===== src/hdl/dcw_pkg.sv =====
package dcw_pkg;

  // Wishbone register offsets (byte addresses)
  localparam logic [7:0] DCW_CFG_SRC_OFS   = 8'h00;
  localparam logic [7:0] DCW_CFG_MODE_OFS  = 8'h04;
  localparam logic [7:0] DCW_CFG_WDT_OFS   = 8'h08;
  localparam logic [7:0] DCW_CTRL_OFS      = 8'h0C;
  localparam logic [7:0] DCW_STATUS_OFS    = 8'h10;

  // Configuration word field positions
  localparam int DCW_WP_POS    = 0;
  localparam int DCW_TSU_POS   = 1;
  localparam int DCW_OSC_POS   = 2;
  localparam int DCW_CSM_POS   = 5;
  localparam int DCW_PINF_POS  = 7;
  localparam int DCW_POSC_POS  = 8;
  localparam int DCW_WFE_POS   = 10;
  localparam int DCW_WWD_POS   = 11;
  localparam int DCW_WPRE_POS  = 12;
  localparam int DCW_WPST_POS  = 13;
  localparam int DCW_PWM_POS   = 17;
  localparam int DCW_CFG_W     = 18;

  // Erased configuration memory reads as all ones
  localparam logic [17:0] DCW_CFG_RST = 18'h3FFFF;

  // Prescaler division ratios
  localparam logic [7:0] DCW_PRE_HI = 8'h80;
  localparam logic [7:0] DCW_PRE_LO = 8'h20;

  typedef enum logic [2:0] {
    DCW_OSC_FRC      = 3'b000,
    DCW_OSC_FRC_PLL  = 3'b001,
    DCW_OSC_PRI      = 3'b010,
    DCW_OSC_PRI_PLL  = 3'b011,
    DCW_OSC_SEC_LP   = 3'b100,
    DCW_OSC_LOW_POWER_RC_OSC     = 3'b101,
    DCW_OSC_FRC_D16  = 3'b110,
    DCW_OSC_FRC_POST = 3'b111
  } dcw_osc_e;

  typedef enum logic [1:0] {
    DCW_POSC_EXT = 2'b00,
    DCW_POSC_XT  = 2'b01,
    DCW_POSC_HS  = 2'b10,
    DCW_POSC_OFF = 2'b11
  } dcw_posc_e;

  typedef enum logic [1:0] {
    DCW_ST_RESET  = 2'b00,
    DCW_ST_LOADED = 2'b01
  } dcw_state_e;

endpackage : dcw_pkg


===== src/hdl/dcw_decoder.sv =====
// Behaviour
// - Write-protect setting 0 blocks program memory writes; 1 allows them.
// - Two-speed start: run fast RC, switch to selected source when ready.
// - Source codes 111,110,001,000 select fast RC with postscaler, /16, PLL, plain.
// - Source codes 101 low-power RC, 100 secondary, 011 primary+PLL, 010 primary.
// - Switch mode 1x disables both; 01 switching only; 00 switching plus monitor.
// - Outside crystal modes, pin function 1 outputs clock, 0 gives digital I/O.
// - Primary mode 11 off, 10 high-speed crystal, 01 standard crystal, 00 external.
// - Force-enable 1 keeps watchdog and its RC on; soft enable ignored.
// - Force-enable 0 lets soft enable drive watchdog and RC oscillator.
// - Window setting 1 non-window mode, 0 window mode.
// - Prescaler setting 1 divides by 128, 0 divides by 32.
// - Postscaler ratio is two to the power of the four-bit field.
// - PWM pin setting 1 hands PWM pins to port logic, tri-stated, at reset.
// - PWM pin setting 0 gives PWM module its pins as outputs at reset; the code gives them to port logic in reset, to PWM after load.
//
// The implementer's own choices: register access over Wishbone and the register addresses.
`timescale 1ns/1ps
`default_nettype none
module dcw_decoder (
  input  wire logic                         CLK_IN,
  input  wire logic                         RST_N_IN,
  input  wire logic [dcw_pkg::DCW_CFG_W-1:0] CFG_WORD_IN,
  input  wire logic                         SRC_READY_IN,
  input  wire logic                         WB_CYC_IN,
  input  wire logic                         WB_STB_IN,
  input  wire logic                         WB_WE_IN,
  input  wire logic [7:0]                   WB_ADR_IN,
  input  wire logic [3:0]                   WB_SEL_IN,
  input  wire logic [31:0]                  WB_DAT_IN,
  output var  logic [31:0]                  WB_DAT_OUT,
  output var  logic                         WB_ACK_OUT,
  output var  logic                         PM_WRITE_EN_OUT,
  output var  logic                         RUN_ON_FAST_RC_OUT,
  output var  logic [2:0]                   ACTIVE_OSC_OUT,
  output var  logic                         CLK_SWITCH_EN_OUT,
  output var  logic                         FAIL_SAFE_EN_OUT,
  output var  logic                         OSC_PIN_CLKOUT_OUT,
  output var  logic                         OSC_PIN_GPIO_OUT,
  output var  logic [1:0]                   PRIMARY_MODE_OUT,
  output var  logic                         WDT_RUN_OUT,
  output var  logic                         LOW_POWER_RC_OSC_ON_OUT,
  output var  logic                         WDT_WINDOW_OUT,
  output var  logic [7:0]                   WDT_PRE_DIV_OUT,
  output var  logic [15:0]                  WDT_POST_DIV_OUT,
  output var  logic                         PWM_PINS_TO_PORT_OUT,
  output var  logic                         PWM_PINS_OUTPUT_OUT
);
  import dcw_pkg::*;

  typedef struct packed {
    dcw_state_e              st;
    logic [DCW_CFG_W-1:0]    cfg;
    logic                    soft_wdt;
    logic                    src_ready;
    logic [31:0]             dat;
    logic                    ack;
    logic                    pm_we;
    logic                    on_frc;
    logic [2:0]              osc;
    logic                    csw;
    logic                    fscm;
    logic                    clkout;
    logic                    gpio;
    logic [1:0]              pmode;
    logic                    wdt_run;
    logic                    low_power_rc_osc;
    logic                    window;
    logic [7:0]              pre;
    logic [15:0]             post;
    logic                    pwm_port;
    logic                    pwm_out;
  } dcw_state_s;

  dcw_state_s r;
  dcw_state_s next_r;

  logic [2:0]  f_osc;
  logic [1:0]  f_csm;
  logic [1:0]  f_posc;
  logic [3:0]  f_post;
  logic        crystal;
  logic        wb_req;

  assign f_osc   = r.cfg[DCW_OSC_POS +: 3];
  assign f_csm   = r.cfg[DCW_CSM_POS +: 2];
  assign f_posc  = r.cfg[DCW_POSC_POS +: 2];
  assign f_post  = r.cfg[DCW_WPST_POS +: 4];
  assign crystal = (f_posc == DCW_POSC_XT) || (f_posc == DCW_POSC_HS);
  assign wb_req  = WB_CYC_IN && WB_STB_IN && !r.ack;

  ////////////////////////////////////////////////////////////////////////////
  always_comb begin
    next_r = r;
    if (r.st == DCW_ST_RESET) begin
      next_r.st  = DCW_ST_LOADED;
      next_r.cfg = CFG_WORD_IN;
    end
    next_r.pm_we = r.cfg[DCW_WP_POS];
    if (r.cfg[DCW_TSU_POS] && !r.src_ready) begin
      next_r.on_frc = 1'b1;
    end else begin
      next_r.on_frc = 1'b0;
    end
    if (next_r.on_frc) begin
      next_r.osc = DCW_OSC_FRC;
    end else begin
      next_r.osc = f_osc;
    end
    if (SRC_READY_IN) begin
      next_r.src_ready = 1'b1;
    end
    next_r.csw  = !f_csm[1];
    next_r.fscm = (f_csm == 2'b00);
    next_r.clkout = !crystal && r.cfg[DCW_PINF_POS];
    next_r.gpio   = !crystal && !r.cfg[DCW_PINF_POS];
    next_r.pmode = f_posc;
    next_r.wdt_run = r.cfg[DCW_WFE_POS] || r.soft_wdt;
    next_r.low_power_rc_osc    = r.cfg[DCW_WFE_POS] || r.soft_wdt;
    next_r.window = !r.cfg[DCW_WWD_POS];
    next_r.pre = r.cfg[DCW_WPRE_POS] ? DCW_PRE_HI : DCW_PRE_LO;
    next_r.post = 16'h0001 << f_post;
    next_r.pwm_port = r.cfg[DCW_PWM_POS];
    next_r.pwm_out  = !r.cfg[DCW_PWM_POS];
    // Wishbone slave, one wait state, single ack
    next_r.ack = wb_req;
    next_r.dat = 32'h0000_0000;
    if (wb_req) begin
      if (WB_WE_IN && WB_ADR_IN == DCW_CTRL_OFS && WB_SEL_IN[0]) begin
        next_r.soft_wdt = WB_DAT_IN[0];
      end
      if (!WB_WE_IN) begin
        case (WB_ADR_IN)
          DCW_CFG_SRC_OFS:  next_r.dat = {24'h00_0000, r.cfg[7:0]};
          DCW_CFG_MODE_OFS: next_r.dat = {24'h00_0000, r.cfg[15:8]};
          DCW_CFG_WDT_OFS:  next_r.dat = {30'h0000_0000, r.cfg[17:16]};
          DCW_CTRL_OFS:     next_r.dat = {31'h0000_0000, r.soft_wdt};
          DCW_STATUS_OFS:   next_r.dat = {27'h000_0000, r.osc, r.on_frc, r.wdt_run};
          default:          next_r.dat = 32'h0000_0000;
        endcase
      end
    end
  end

  ////////////////////////////////////////////////////////////////////////////
  always_ff @(posedge CLK_IN) begin
    if (!RST_N_IN) begin
      r          <= '0;
      r.st       <= DCW_ST_RESET;
      r.cfg      <= DCW_CFG_RST;
      r.pre      <= DCW_PRE_HI;
      r.post     <= 16'h0001;
      r.pwm_port <= 1'b1;
    end else begin
      r <= next_r;
    end
  end

  assign WB_DAT_OUT           = r.dat;
  assign WB_ACK_OUT           = r.ack;
  assign PM_WRITE_EN_OUT      = r.pm_we;
  assign RUN_ON_FAST_RC_OUT   = r.on_frc;
  assign ACTIVE_OSC_OUT       = r.osc;
  assign CLK_SWITCH_EN_OUT    = r.csw;
  assign FAIL_SAFE_EN_OUT     = r.fscm;
  assign OSC_PIN_CLKOUT_OUT   = r.clkout;
  assign OSC_PIN_GPIO_OUT     = r.gpio;
  assign PRIMARY_MODE_OUT     = r.pmode;
  assign WDT_RUN_OUT          = r.wdt_run;
  assign LOW_POWER_RC_OSC_ON_OUT          = r.low_power_rc_osc;
  assign WDT_WINDOW_OUT       = r.window;
  assign WDT_PRE_DIV_OUT      = r.pre;
  assign WDT_POST_DIV_OUT     = r.post;
  assign PWM_PINS_TO_PORT_OUT = r.pwm_port;
  assign PWM_PINS_OUTPUT_OUT  = r.pwm_out;

  ////////////////////////////////////////////////////////////////////////////
  a_wp_decode: assert property (@(posedge CLK_IN) disable iff (!RST_N_IN)
    r.st == DCW_ST_LOADED |=> PM_WRITE_EN_OUT == $past(r.cfg[DCW_WP_POS]))
    else $error("write protect decode wrong");
  a_tsu_fast: assert property (@(posedge CLK_IN) disable iff (!RST_N_IN)
    RUN_ON_FAST_RC_OUT |-> ACTIVE_OSC_OUT == DCW_OSC_FRC)
    else $error("two-speed start not on fast rc");
  a_osc_select: assert property (@(posedge CLK_IN) disable iff (!RST_N_IN)
    (r.st == DCW_ST_LOADED && !next_r.on_frc) |=> ACTIVE_OSC_OUT == $past(f_osc))
    else $error("initial source wrong");
  a_monitor_dep: assert property (@(posedge CLK_IN) disable iff (!RST_N_IN)
    FAIL_SAFE_EN_OUT |-> CLK_SWITCH_EN_OUT)
    else $error("monitor without switching");
  a_pin_xtal: assert property (@(posedge CLK_IN) disable iff (!RST_N_IN)
    !(OSC_PIN_CLKOUT_OUT && OSC_PIN_GPIO_OUT))
    else $error("osc pin both functions");
  a_wdt_forced: assert property (@(posedge CLK_IN) disable iff (!RST_N_IN)
    r.st == DCW_ST_LOADED && r.cfg[DCW_WFE_POS] |=> WDT_RUN_OUT && LOW_POWER_RC_OSC_ON_OUT)
    else $error("forced watchdog not running");
  a_pre_ratio: assert property (@(posedge CLK_IN) disable iff (!RST_N_IN)
    r.st == DCW_ST_LOADED |=> WDT_PRE_DIV_OUT == ($past(r.cfg[DCW_WPRE_POS]) ? 8'h80 : 8'h20))
    else $error("prescaler ratio wrong");
  a_pwm_owner: assert property (@(posedge CLK_IN) disable iff (!RST_N_IN)
    PWM_PINS_OUTPUT_OUT != PWM_PINS_TO_PORT_OUT)
    else $error("pwm pin owner ambiguous");
  a_cfg_hold: assert property (@(posedge CLK_IN) disable iff (!RST_N_IN)
    r.st == DCW_ST_LOADED && $past(r.st) == DCW_ST_LOADED |-> $stable(r.cfg))
    else $error("configuration changed after load");

  a_tsu_release: assert property (@(posedge CLK_IN) disable iff (!RST_N_IN)
    r.st == DCW_ST_LOADED && r.src_ready |=> !RUN_ON_FAST_RC_OUT)
    else $error("fast rc held after source ready");

  a_osc_field: assert property (@(posedge CLK_IN) disable iff (!RST_N_IN)
    r.st == DCW_ST_LOADED && !r.cfg[DCW_TSU_POS] |=> ACTIVE_OSC_OUT == $past(f_osc))
    else $error("source field not applied");

  a_switch_mode: assert property (@(posedge CLK_IN) disable iff (!RST_N_IN)
    r.st == DCW_ST_LOADED |=> CLK_SWITCH_EN_OUT == !$past(f_csm[1]))
    else $error("clock switching decode wrong");

  a_pin_clkout: assert property (@(posedge CLK_IN) disable iff (!RST_N_IN)
    r.st == DCW_ST_LOADED && !crystal |=> OSC_PIN_CLKOUT_OUT == $past(r.cfg[DCW_PINF_POS]))
    else $error("osc pin function wrong");

  a_primary_mode: assert property (@(posedge CLK_IN) disable iff (!RST_N_IN)
    r.st == DCW_ST_LOADED |=> PRIMARY_MODE_OUT == $past(f_posc))
    else $error("primary mode decode wrong");

  a_wdt_soft: assert property (@(posedge CLK_IN) disable iff (!RST_N_IN)
    r.st == DCW_ST_LOADED && !r.cfg[DCW_WFE_POS] |=> WDT_RUN_OUT == $past(r.soft_wdt))
    else $error("soft watchdog enable ignored");

  a_low_power_rc_osc_follow: assert property (@(posedge CLK_IN) disable iff (!RST_N_IN)
    LOW_POWER_RC_OSC_ON_OUT == WDT_RUN_OUT)
    else $error("low power rc state wrong");

  a_window_mode: assert property (@(posedge CLK_IN) disable iff (!RST_N_IN)
    r.st == DCW_ST_LOADED |=> WDT_WINDOW_OUT == !$past(r.cfg[DCW_WWD_POS]))
    else $error("window mode decode wrong");

  a_post_ratio: assert property (@(posedge CLK_IN) disable iff (!RST_N_IN)
    r.st == DCW_ST_LOADED |=> WDT_POST_DIV_OUT == (16'h0001 << $past(f_post)))
    else $error("postscaler ratio wrong");

  a_pwm_port: assert property (@(posedge CLK_IN) disable iff (!RST_N_IN)
    r.st == DCW_ST_LOADED |=> PWM_PINS_TO_PORT_OUT == $past(r.cfg[DCW_PWM_POS]))
    else $error("pwm pin owner decode wrong");

  // Bus ack one cycle only
  a_ack_pulse: assert property (@(posedge CLK_IN) disable iff (!RST_N_IN)
    WB_ACK_OUT |=> !WB_ACK_OUT)
    else $error("bus ack longer than one cycle");

endmodule : dcw_decoder
`default_nettype wire


===== config.mk =====
export PLATFORM = sky130hd
export DESIGN_NAME = dcw_decoder
export DESIGN_NICKNAME = d
export VERILOG_FILES = /design/src/hdl/dcw_pkg.sv /design/src/hdl/dcw_decoder.sv
export SDC_FILE = /design/constraint.sdc
export NUM_CORES = 1
export LEC_CHECK = 0
export BUFFER_PORTS_ARGS = -buffer_cell sky130_fd_sc_hd__buf_4
export CAP_MARGIN = 20
export CORE_MARGIN = 2
export CORE_UTILIZATION = 44
export DETAILED_ROUTE_END_ITERATION = 6
export GPL_TIMING_DRIVEN = 0
export PLACE_DENSITY = 0.76
export SLEW_MARGIN = 20
export SYNTH_ARGS = -nofsm -noshare
export SYNTH_HDL_FRONTEND = slang
export SYNTH_SLANG_ARGS = --single-unit

===== constraint.sdc =====
create_clock -name CLK_IN -period 1.7 [get_ports CLK_IN]
set_input_delay 0.34 -clock CLK_IN [delete_from_list [all_inputs] [get_ports CLK_IN]]
set_output_delay 0.34 -clock CLK_IN [all_outputs]
set_load 0.01 [all_outputs]

Word-level counts from Yosys, hierarchy flattened
Cells that the tools add are included.
Widths: inputs -> output; s select.
- output and inout port bits: 73
- flip-flop bits (word level): 93
- bitwise logic cells: 2
- muxes and demuxes: 3
- shifts and indexed selects: 1
- reduce and logical (&&, ||, !) cells: 22
- equal/unequal tests: 6
- operators by type and width (kind ; count):
    $pmux 8 s5 ; 1
    $eq 8x4->1 const B ; 2
    $shl 1x4->16 const A ; 1
    $eq 8x3->1 const B ; 1
    $eq 8x5->1 const B ; 1
    $logic_not 8->1 ; 1
    $mux 8 ; 1
    $logic_and 1x1->1 ; 7
    $logic_not 1->1 ; 7
    $logic_not 2->1 ; 2
    $reduce_or 3->1 ; 1
    $eq 2x1->1 const B ; 1
    $eq 2x2->1 const B ; 1
    $logic_or 1x1->1 ; 2
    $not 1->1 ; 2
    $reduce_and 2->1 ; 1
    $reduce_or 2->1 ; 1
    $mux 1 ; 1

Logic depth before layout (Yosys ltp)
Gate-level depths: netlist of the first run.
- depth after elaboration: 4
- mapped depth: 5
- depth with buffers taken out: 4

Least setup slack after synthesis of the first run
OpenSTA, ideal clock, no wires.
- path kind: input port to flip-flop
- from: in RST_N_IN
- to: reg r (netlist bit WB_DAT_OUT[2])
- path buffers: 1
- stages on the path: 5
- required time: 1585 ps
- path slack: 496 ps
- arrival: 1089 ps
- path through: buf_2 > nor2b_1 > and4_2 > and2_1 > and2_1
- longest elaborated chain between the ends: 2
- ends and longest elaborated chain (item ; line ; source):
    from (decl) ; dcw_decoder.sv:22 ; input wire logic RST_N_IN,
    $not 1->1 (no source line) ; n/a ;
    $reduce_or 3->1 (no source line) ; n/a ;
    to (signal assigned) ; dcw_decoder.sv:155 ; r <= next_r;
    to (decl) ; dcw_decoder.sv:75 ; dcw_state_s r;
Every way passes these cells.
A chain may end at the register's enable or synchronous reset.

Worst setup path after layout of the first run
- from: reg r[93] in the netlist's numbering
- to: reg r (netlist bit f_posc[1])
- longest elaborated chain between the ends: 1
- ends and longest elaborated chain (item ; line ; source):
    $logic_not 2->1 ; dcw_decoder.sv:95 ; if (r.st == DCW_ST_RESET) begin
Every way passes these cells.

==> reports/metrics.yaml, run 1 <==
clocking:
  cts.sinks: 63
  cts_tree: "built"
  clk_pin_slew_worst_paths_ns: 0.07
  cts-root-buf: "clkbuf_8"
  htree_levels: 3
  clockBufferDepth: 2
  cts_buffers: 9
  cts_setup_buffers: 0
  clk_latency_ns: 0.33
  postCtsHoldBufs: 0
  cts_resized: 0
place:
  hpwl_um: 4080
  gp_congestion: 0.816
  port_buffers: 74
grt:
  grt_remaining_overflow: 0
  grt_pass1_vias: 1834
  antenna_found_initial: 0
  grt_max_degree: 11
  grt_pass1_wl_um: 8180
  grt_util_all_layers_pct: 17.0
routing:
  vias: 1979
  drt-pass1-iter-count: 4
  wl_per_cell_um: 11.4
  drt.antenna.violating_nets: 0
  totalWireLength_um: 5290
  viasPerCell: 4.27
  drc: 0
  drtIter0Drc: 52
floorplan:
  rows: 27
  io_pins: 141
  start_util_pct: 46.1
  core_um2: 5610
  die_y_um: 80.7
  die_area_um2: 6510
  die_x_um: 80.7
power:
  switchingPower_mw: 0.756
  seq_power_share_pct: 50.4
  switching_share_pct: 24.2
  p_leak_nw: 1.82
  internal-power_mw: 2.37
  ir_drop_uv: 526
  p_comb_share_pct: 13.2
  power.density_nw_per_um2: 888
  clock_power_share_pct: 36.4
critical_path:
  cp-start-kind: "flip-flop"
  cp.required_ns: 1.90
  cpMostUsedCell: "buf_2"
  r2r_start: "r[93]"
  critPathCaptureType: "flip-flop"
  rrSetupSlack_ns: 0.35
  arrival_ns: 1.55
  r2r_end: "f_posc[1]"
  startpoint: "r[93]"
  crit_buf_inv: 2
  cpPeakStageDelay_ns: 0.37
  rr_worst_depth: 4
  cp_cell_sequence: "buf_2 -> buf_2 -> mux2i_1 -> nand2_1"
  cp_slowest_cell: "buf_2"
  critical_path_depth: 4
  critPathKind: "reg2reg"
  worstPathMaxFanout: 10
  endpoint: "f_posc[1]"
  cp_top_family: "buffers and inverters"
job:
  cap_violations: 0
sta:
  fin_crit_sh_pct: 79.5
  setup_viol: 0
  hold_viol_final: 0
  fin_crit_ns: 1.35
  rsz0062_at_grt: "false"
  setup_tns_ns: 0
  worst_clock_skew_ns: 0.0121
  fin_hold_ws_ns: 0.218
  fmax_mhz: 740
  finalMaxSlewViolations: 0
synth:
  synth.avg_cell_area_um2: 9.47
  yosysSeqAreaShare_pct: 48.8
  synth_cell_type_count: 30
  synth_area_um2: 2590
  synth_cells: 273
  yosysWarningCount: 0
  ys_ff_latch: 63
worst_hold_path:
  hold_class: "in2reg"
run_status:
  status: "finished clean"
cells_and_area:
  nets: 455
  syn2layout_area_growth_pct: 36.0
  n_antenna_cell: 0
  drive_gt1_share_pct: 40.6
## area by class of cell
class / instances / area (um2)
inverter: 5 / 18.8
clock inverter: 3 / 17.5
timing repair buffer: 74 / 556
sequential: 63 / 1260
multi-input combinational: 160 / 896
fill: 496 / 2090
tap: 72 / 90.1
buffer: 74 / 519
clock buffer: 13 / 159
## layout by cell type, fill, tap and decap left out, drive strengths merged, types with 2 or more instances in the layout
master and instances:
nor2 28, clkbuf 20, conb 30, nand2 28, nand2b 4, o21ai 6
and2 8, nand3 2, clkinv 2, nor3 4, or3 2, and3 5
mux2i 25, buf 141, dfxtp 63, nand3b 3, a21oi 2, inv 5
nor2b 3
## cells by family after synthesis
| group | Yosys count | synth area share (%) |
|---|---|---|
| simple gates | 90 | 16.7 |
| buf+inv | 79 | 20.8 |
| flops | 63 | 48.8 |
| mux | 26 | 10.1 |
| compound gates | 13 | 3.15 |
| xor+xnor | 1 | 0.339 |
| other cells | 1 | 0.145 |
## through the flow
stage                     utilization, %  std cells  setup slack (ns)  power (mW)  cell area [um2]
final                               62.7        464             0.348        3.12             3520
after CTS                           62.7        464             0.348        3.14             3520
after floorplan                        -        302             0.496        1.86             2700
after global placement              59.6        448             0.208        2.01             3340
after detailed placement            59.6        448             0.164        2.02             3340
after global routing                62.7        464             0.263        3.25             3520
## metal layers
metal	GRT usage [%]	share of wire, %	routed length, um	vias to the layer above
met4	9.66	2.2	114	0
met3	3.37	6.4	338	8
met5	0	0	0	-
li1	-	-	-	1014
met1	19.7	42	2230	886
met2	28.9	49	2610	71
## synth_stat cells, drive strengths merged
master | n | area, um2
and3b | 1 | 8.76
inv | 5 | 18.8
dfxtp | 63 | 1260
xnor2 | 1 | 8.76
nor3 | 4 | 20.0
mux2 | 1 | 11.3
o21ai | 6 | 30.0
and4 | 1 | 10.0
o41ai | 1 | 8.76
nor2b | 3 | 18.8
nand3b | 3 | 22.5
nor4 | 1 | 12.5
conb | 1 | 3.75
mux2i | 25 | 250
a21oi | 2 | 10.0
o22a | 1 | 8.76
nand2 | 28 | 105
and3 | 5 | 31.3
clkbuf | 7 | 26.3
a22oi | 1 | 7.51
or3 | 2 | 12.5
a2bb2oi | 1 | 8.76
and2 | 8 | 50.1
nand2b | 4 | 25.0
nand3 | 2 | 10.0
nor2 | 28 | 105
a211oi | 1 | 7.51
buf | 67 | 493
## power groups by stage
stage / sequential (mW) / combinational [mW] / clock (mW)
2_1_floorplan: 1.60 / 0.261 / 0
3_3_place_gp: 1.61 / 0.404 / 0
3_5_place_dp: 1.61 / 0.411 / 0
4_1_cts: 1.57 / 0.413 / 1.15
5_1_grt: 1.58 / 0.454 / 1.21
6_report: 1.57 / 0.414 / 1.14
## worst min-delay path by stage
stage	cells past startpoint	end	startpoint	slack, ns
after detailed placement	1	OSC_PIN_GPIO_OUT	r[82]	0.46
after CTS	3	f_post[2]	CFG_WORD_IN[15]	0.21
after floorplan	1	WDT_WINDOW_OUT	r[86]	0.41
final	3	r[73]	SRC_READY_IN	0.22
after global routing	3	f_osc[1]	CFG_WORD_IN[3]	0.22
after global placement	2	r[73]	r[73]	0.44
## registers in the layout (all words and copies together) (netlist names), 2 cells and up
signal	count
f_post	4
WB_DAT_OUT	8
r	8
f_csm	2
PRIMARY_MODE_OUT	2
next_r	2
f_posc	2
f_osc	3
WDT_POST_DIV_OUT	16
ACTIVE_OSC_OUT	3
WDT_PRE_DIV_OUT	2
## tightest hold or removal path: stages
cell and delay [ns]:
buf_4 0.08, nor2_1 0.03, nor2_1 0.07
Note: power is estimated with default switching activity, not from simulation.
==> run 2, diff against run 1 <==
--- a/config.mk
+++ b/config.mk
@@ -5,13 +5,14 @@
 export SDC_FILE = /design/constraint.sdc
 export NUM_CORES = 1
 export LEC_CHECK = 0
+export ABC_AREA = 1
 export BUFFER_PORTS_ARGS = -buffer_cell sky130_fd_sc_hd__buf_4
 export CAP_MARGIN = 20
 export CORE_MARGIN = 2
-export CORE_UTILIZATION = 44
+export CORE_UTILIZATION = 40
 export DETAILED_ROUTE_END_ITERATION = 6
 export GPL_TIMING_DRIVEN = 0
-export PLACE_DENSITY = 0.76
+export PLACE_DENSITY = 0.72
 export SLEW_MARGIN = 20
 export SYNTH_ARGS = -nofsm -noshare
 export SYNTH_HDL_FRONTEND = slang
==> constraint.sdc (replaced) <==
create_clock -name CLK_IN -period 1.1 [get_ports CLK_IN]
set_input_delay 0.22 -clock CLK_IN [delete_from_list [all_inputs] [get_ports CLK_IN]]
set_output_delay 0.22 -clock CLK_IN [all_outputs]
set_load 0.01 [all_outputs]
==> reports/metrics.yaml, run 2 <==
synth:
  ys_ff_latch: 63  # unchanged
  yosysWarningCount: 0  # unchanged
  synth_cell_type_count: 23  # -23%
  synth_top_flop_cell: "dfxtp_1"
  synth_cells: 328  # +20%
  synth_top_area_share_pct: 47.1  # -1.6 points
  synth_area_um2: 2680  # +3.4%
  synth-edff-count: 0  # unchanged
  synthArstFlopShare_pct: 0  # unchanged
  synth_top_cell_by_area: "dfxtp_1"
  synth.area.top_cells: "dfxtp_1, buf_4, nand2_1"
  synth.avg_cell_area_um2: 8.16  # -14%
  yosysSeqAreaShare_pct: 47.1  # -1.6 points
  synth_common_cells: "buf_4, dfxtp_1, nand2_1, nor2_1, inv_1"
place:
  dpl_worst_slack_ns: -0.0903  # -0.254 ns
  placed_area_um2: 3440  # +3.1%
  gp_congestion: 0.826  # +1.3%
  port_buffers: 75  # +1.4%
  hpwl_um: 4450  # +8.9%
sta:
  worst_clock_skew_ns: 0.00633  # -0.00577 ns
  fin_crit_ns: 1.08
  fin_crit_sh_pct: 97.8
  setup_tns_ns: 0  # unchanged
  finalMaxSlewViolations: 0  # unchanged
  hold_viol_final: 0  # unchanged
  fmax_mhz: 930
  setup_viol: 0  # unchanged
  worst_slack_ns: 0.0247  # -0.324 ns
  rsz0062_at_grt: "false"
grt:
  grt_max_degree: 12  # +1
  antenna_found_initial: 0  # unchanged
  grt_pass1_wl_um: 8980  # +9.8%
  grt_util_all_layers_pct: 15.9  # -1.0 points
  grt_remaining_overflow: 0  # unchanged
  grt_pass1_vias: 2039  # +11%
routing:
  wl_per_cell_um: 11.5  # +0.98%
  drtIter0Drc: 158  # +200%
  drt-pass1-iter-count: 7  # +3
  drc: 6  # +6
  viasPerCell: 4.36  # +2.3%
  vias: 2156  # +8.9%
  drt.antenna.violating_nets: 0  # unchanged
  totalWireLength_um: 5680  # +7.5%
critical_path:
  cp.required_ns: 0.88  # -1.02 ns
  critPathCaptureType: "output port"
  arrival_ns: 0.86  # -0.69 ns
  cp-start-kind: "flip-flop"
  cp_top_family: "flip-flops"
  cp_cell_sequence: "buf_4 -> buf_6"
  worstPathMaxFanout: 1  # -9
  cp_slowest_cell: "dfxtp_1"
  critPathKind: "reg2out"
  crit_buf_inv: 2  # unchanged
  cpPeakStageDelay_ns: 0.30  # -0.07 ns
clocking:
  clk_pin_slew_worst_paths_ns: 0.07  # about the same
  htree_levels: 3  # unchanged
  cts_buffers: 9  # unchanged
  clockBufferDepth: 2  # unchanged
  cts-root-buf: "clkbuf_8"
  cts_setup_buffers: 0  # unchanged
  clk_latency_ns: 0.34  # about the same
  postCtsHoldBufs: 0  # unchanged
  cts.sinks: 63  # unchanged
  cts_tree: "built"
power:
  total_power_mw: 5.45  # +74%
  seq_power_share_pct: 45.3  # -5.1 points
  clock_power_share_pct: 43.7  # +7.3 points
  p_comb_share_pct: 11.0  # -2.2 points
  switching_share_pct: 23.0  # -1.2 points
  ir_drop_uv: 825  # +57%
  internal-power_mw: 4.19  # +77%
  power.density_nw_per_um2: 1520  # +71%
  switchingPower_mw: 1.25  # +66%
  p_leak_nw: 1.86  # +2.0%
floorplan:
  core_um2: 6420  # +15%
  die_x_um: 85.8  # +6.3%
  die_y_um: 85.8  # +6.3%
  rows: 29  # +7.4%
  die_area_um2: 7360  # +13%
  start_util_pct: 41.7  # -4.5 points
  io_pins: 141  # unchanged
cells_and_area:
  largest_register_ffs: 16  # unchanged
  fillers: 606  # +22%
  final_cell_mix: "buf_4, nand2_1, dfxtp_1"
  final_area_um2: 3590  # +2.2%
  utilization_pct: 56.0  # -6.8 points
  nets: 480  # +5.5%
  n_antenna_cell: 0  # unchanged
  layout_commonest_cell: "buf_4"
  syn2layout_area_growth_pct: 34.3
  drive_gt1_share_pct: 39.8  # -0.75 points
run_status:
  status: "complete, but fails checks"
  violations: "DRC"
job:
  cap_violations: 0  # unchanged
worst_hold_path:
  hold_class: "in2reg"
run 2: changes by cell type after synthesis, sizes merged, moves of 8 or more:
cell	previous run	this run
nand3	2	25
nand2	28	58
nor2	28	50
mux2i	25	0
and2	8	0
inv	5	33
o211ai	0	13
run 2: cell type report:
class | count | area (um2) | share of cell area [%]
timing repair buffer | 75 | 683 | 19.0
sequential | 63 | 1290 | 35.8
clock buffer | 10 | 128 | 3.55
inverter | 34 | 129 | 3.59
buffer | 38 | 267 | 7.42
tap | 77 | 96.3 | 2.68
clock inverter | 6 | 109 | 3.03
multi-input combinational | 191 | 896 | 24.9
run 2: worst paths after layout:
| kind | end | slack, ns | startpoint | cells past startpoint |
|---|---|---|---|---|
| setup / recovery | WB_DAT_OUT[1] | 0.02 | WB_DAT_OUT[1] | 2 |
| hold / removal | next_r[39] | 0.08 | CFG_WORD_IN[0] | 3 |
| setup reg to reg | f_post[0] | 0.10 | r[93] | 3 |
| hold reg to reg | WDT_PRE_DIV_OUT[5] | 0.44 | r[87] | 1 |
run 2: routing by layer:
metal	wire (um)	part of all wire, %	track usage (%)
met1	2420	43	18.9
met2	2720	48	26.1
met3	383	6.7	4.14
met5	0	0	0
met4	156	2.7	9.24
run 2: cells by family after synthesis:
family | after synthesis | synth area share, %
buf+inv | 103 | 23.4
simple gates | 139 | 23.8
flops | 63 | 47.1
other cells | 1 | 0.140
compound gates | 22 | 5.47
run 2: worst reg2reg max path: stages (launching register included):
cell and delay (ns):
dfxtp_2 0.35, inv_1 0.11, clkbuf_2 0.25, o211ai_1 0.14
run 2: metrics by stage:
| stage | hold WS, ns | instances |
|---|---|---|
| 2_1_floorplan | 0.333 | 357 |
| 3_3_place_gp | 0.420 | 509 |
| 3_5_place_dp | 0.425 | 509 |
| 4_1_cts | 0.0729 | 512 |
| 5_1_grt | 0.0836 | 494 |
| 6_report | 0.0827 | 494 |
run 2: what timing repair did:
item,4_1_cts,5_1_grt
setup endpoints to repair,42,32
hold endpoints to repair,0,0
resized for setup,43,10
run 2: power by group through the flow:
stage	combinational [mW]	clock, mW	sequential (mW)
final	0.597	2.38	2.47
after global routing	0.654	2.51	2.48
after CTS	0.616	2.40	2.46
after detailed placement	0.621	0	2.51
after global placement	0.610	0	2.50
after floorplan	0.377	0	2.50
==> run 3, diff against run 2 <==
--- a/config.mk
+++ b/config.mk
@@ -12,7 +12,7 @@
 export CORE_UTILIZATION = 40
 export DETAILED_ROUTE_END_ITERATION = 6
 export GPL_TIMING_DRIVEN = 0
-export PLACE_DENSITY = 0.72
+export PLACE_DENSITY = 0.76
 export SLEW_MARGIN = 20
 export SYNTH_ARGS = -nofsm -noshare
 export SYNTH_HDL_FRONTEND = slang
==> reports/metrics.yaml, run 3 (synthesis results as in run 2) <==
sta:
  worst_clock_skew_ns: 0.00928  # +0.00296 ns
  setup_viol: 0  # unchanged
  fin_crit_ns: 1.08  # +0.0000840 ns
  hold_viol_final: 0  # unchanged
  fin_crit_sh_pct: 97.8  # about the same
  setup_tns_ns: 0  # unchanged
  finalMaxSlewViolations: 0  # unchanged
  fmax_mhz: 930  # about the same
  rsz0062_at_grt: "true"
clocking:
  cts.sinks: 63  # unchanged
  htree_levels: 3  # unchanged
  cts-root-buf: "clkbuf_8"
  cts_tree: "built"
  cts_buffers: 9  # unchanged
  clockBufferDepth: 2  # unchanged
  clk_latency_ns: 0.33  # about the same
  clk_pin_slew_worst_paths_ns: 0.07  # about the same
routing:
  wl_per_cell_um: 11.6  # +0.76%
  drt-pass1-iter-count: 7  # unchanged
  totalWireLength_um: 5790  # +1.8%
  viasPerCell: 4.27  # -2.2%
  drc: 6  # unchanged
  drtIter0Drc: 173  # +9.5%
  drt.antenna.violating_nets: 0  # unchanged
  vias: 2129  # -1.3%
place:
  hpwl_um: 4510  # +1.4%
  gp_congestion: 0.852  # +3.1%
  dp.cells: 509  # unchanged
  port_buffers: 75  # unchanged
grt:
  grt_pass1_vias: 2126  # +4.3%
  grt_remaining_overflow: 0  # unchanged
  antenna_found_initial: 0  # unchanged
  grt_pass1_wl_um: 9650  # +7.5%
  grt_max_degree: 11  # -1
  grt_util_all_layers_pct: 16.8  # +0.86 points
critical_path:
  worstPathMaxFanout: 1  # unchanged
  arrival_ns: 0.86  # about the same
  rr_worst_depth: 6  # +3
  cp.required_ns: 0.88  # about the same
  r2r_start: "WB_ACK_OUT"
  rrSetupSlack_ns: 0.09  # about the same
  r2r_end: "WB_DAT_OUT[7]"
  startpoint: "WDT_POST_DIV_OUT[7]"
  critPathCaptureType: "output port"
  endpoint: "WDT_POST_DIV_OUT[7]"
  critPathKind: "reg2out"
  cp-start-kind: "flip-flop"
worst_hold_path:
  hold_class: "in2reg"
cells_and_area:
  final_cell_mix: "buf_4, nand2_1, dfxtp_1"
  layout_commonest_cell: "buf_4"
  fillers: 572  # -5.6%
  largest_register_ffs: 16  # unchanged
  n_antenna_cell: 0  # unchanged
  fin_cells: 499  # +1.0%
  drive_gt1_share_pct: 40.0  # +0.24 points
  syn2layout_area_growth_pct: 35.5
  nets: 487  # +1.5%
power:
  p_comb_share_pct: 11.6  # +0.6 points
  power.density_nw_per_um2: 1450  # -4.1%
  p_leak_nw: 1.88  # +1.3%
  clock_power_share_pct: 41.5  # -2.2 points
  switchingPower_mw: 1.19  # -4.9%
  ir_drop_uv: 757  # -8.2%
  internal-power_mw: 4.08  # -2.8%
  seq_power_share_pct: 46.8  # +1.5 points
  switching_share_pct: 22.6  # -0.39 points
job:
  cap_violations: 0  # unchanged
floorplan:
  die_area_um2: 7360  # unchanged
  die_y_um: 85.8  # unchanged
  die_x_um: 85.8  # unchanged
  start_util_pct: 41.7  # unchanged
  rows: 29  # unchanged
  core_um2: 6420  # unchanged
  io_pins: 141  # unchanged
run_status:
  status: "complete, but fails checks"
  violations: "DRC"
[run 3: layer usage]
layer	part of all wire [%]	up-vias	global-route usage, %
li1	-	1112	-
met1	41	924	19.7
met2	50	85	28.6
met3	7.8	8	4.81
met4	1.6	0	7.36
met5	0	-	0
[run 3: power by group through the flow]
stage	Combinational [mW]	Clock [mW]	Sequential (mW)
2_1_floorplan	0.377	0	2.50
3_3_place_gp	0.610	0	2.50
3_5_place_dp	0.624	0	2.50
4_1_cts	0.630	2.24	2.46
5_1_grt	0.677	2.33	2.48
6_report	0.614	2.19	2.47
[run 3: worst max-delay path, stage by stage, from the launching register on]
cell and delay [ns]:
dfxtp_1 0.30, buf_4 0.12, buf_6 0.11
[run 3: per-stage QoR]
step | worst slack [ns] | hold slack, ns | util, % | total power [mW] | cell area (um2)
floorplan | 0.149 | 0.333 | - | 2.87 | 2780
global placement | -0.0852 | 0.420 | 53.6 | 3.11 | 3440
detailed placement | -0.106 | 0.426 | 53.6 | 3.13 | 3440
CTS | 0.0000575 | 0.0731 | 58.0 | 5.33 | 3720
global route | -0.0220 | 0.0942 | 56.4 | 5.49 | 3620
finish | 0.0246 | 0.0865 | 56.4 | 5.27 | 3620
[run 3: worst min path at each step]
stage / startpoint / to / slack, ns / cells after the start
final: CFG_WORD_IN[0] / next_r[39] / 0.09 / 3
after global routing: CFG_WORD_IN[0] / next_r[39] / 0.09 / 3
after CTS: CFG_WORD_IN[0] / next_r[39] / 0.07 / 3
after detailed placement: CFG_WORD_IN[17] / next_r[1] / 0.43 / 3
after global placement: CFG_WORD_IN[0] / next_r[39] / 0.42 / 3
after floorplan: CFG_WORD_IN[5] / f_csm[0] / 0.33 / 2
[run 3: final cells by class]
type	instances	area, um2	area share, %
multi-input cells	191	896	24.7
repair buffers	76	691	19.1
clock buffers	11	151	4.18
plain buffers	44	312	8.60
clock inverters	3	67.6	1.86
well taps	77	96.3	2.66
inverters	34	129	3.56
flip-flops and latches	63	1280	35.4
[run 3: repair_timing]
| action | CTS | global route |
|---|---|---|
| gates resized for setup | 37 | 13 |
| endpoints found under the setup margin | 40 | 41 |
| hold buffers | 0 | 0 |
| pin swaps | 0 | 0 |
| hold endpoints to repair | 0 | 0 |
| buffers inserted | 0 | 1 |
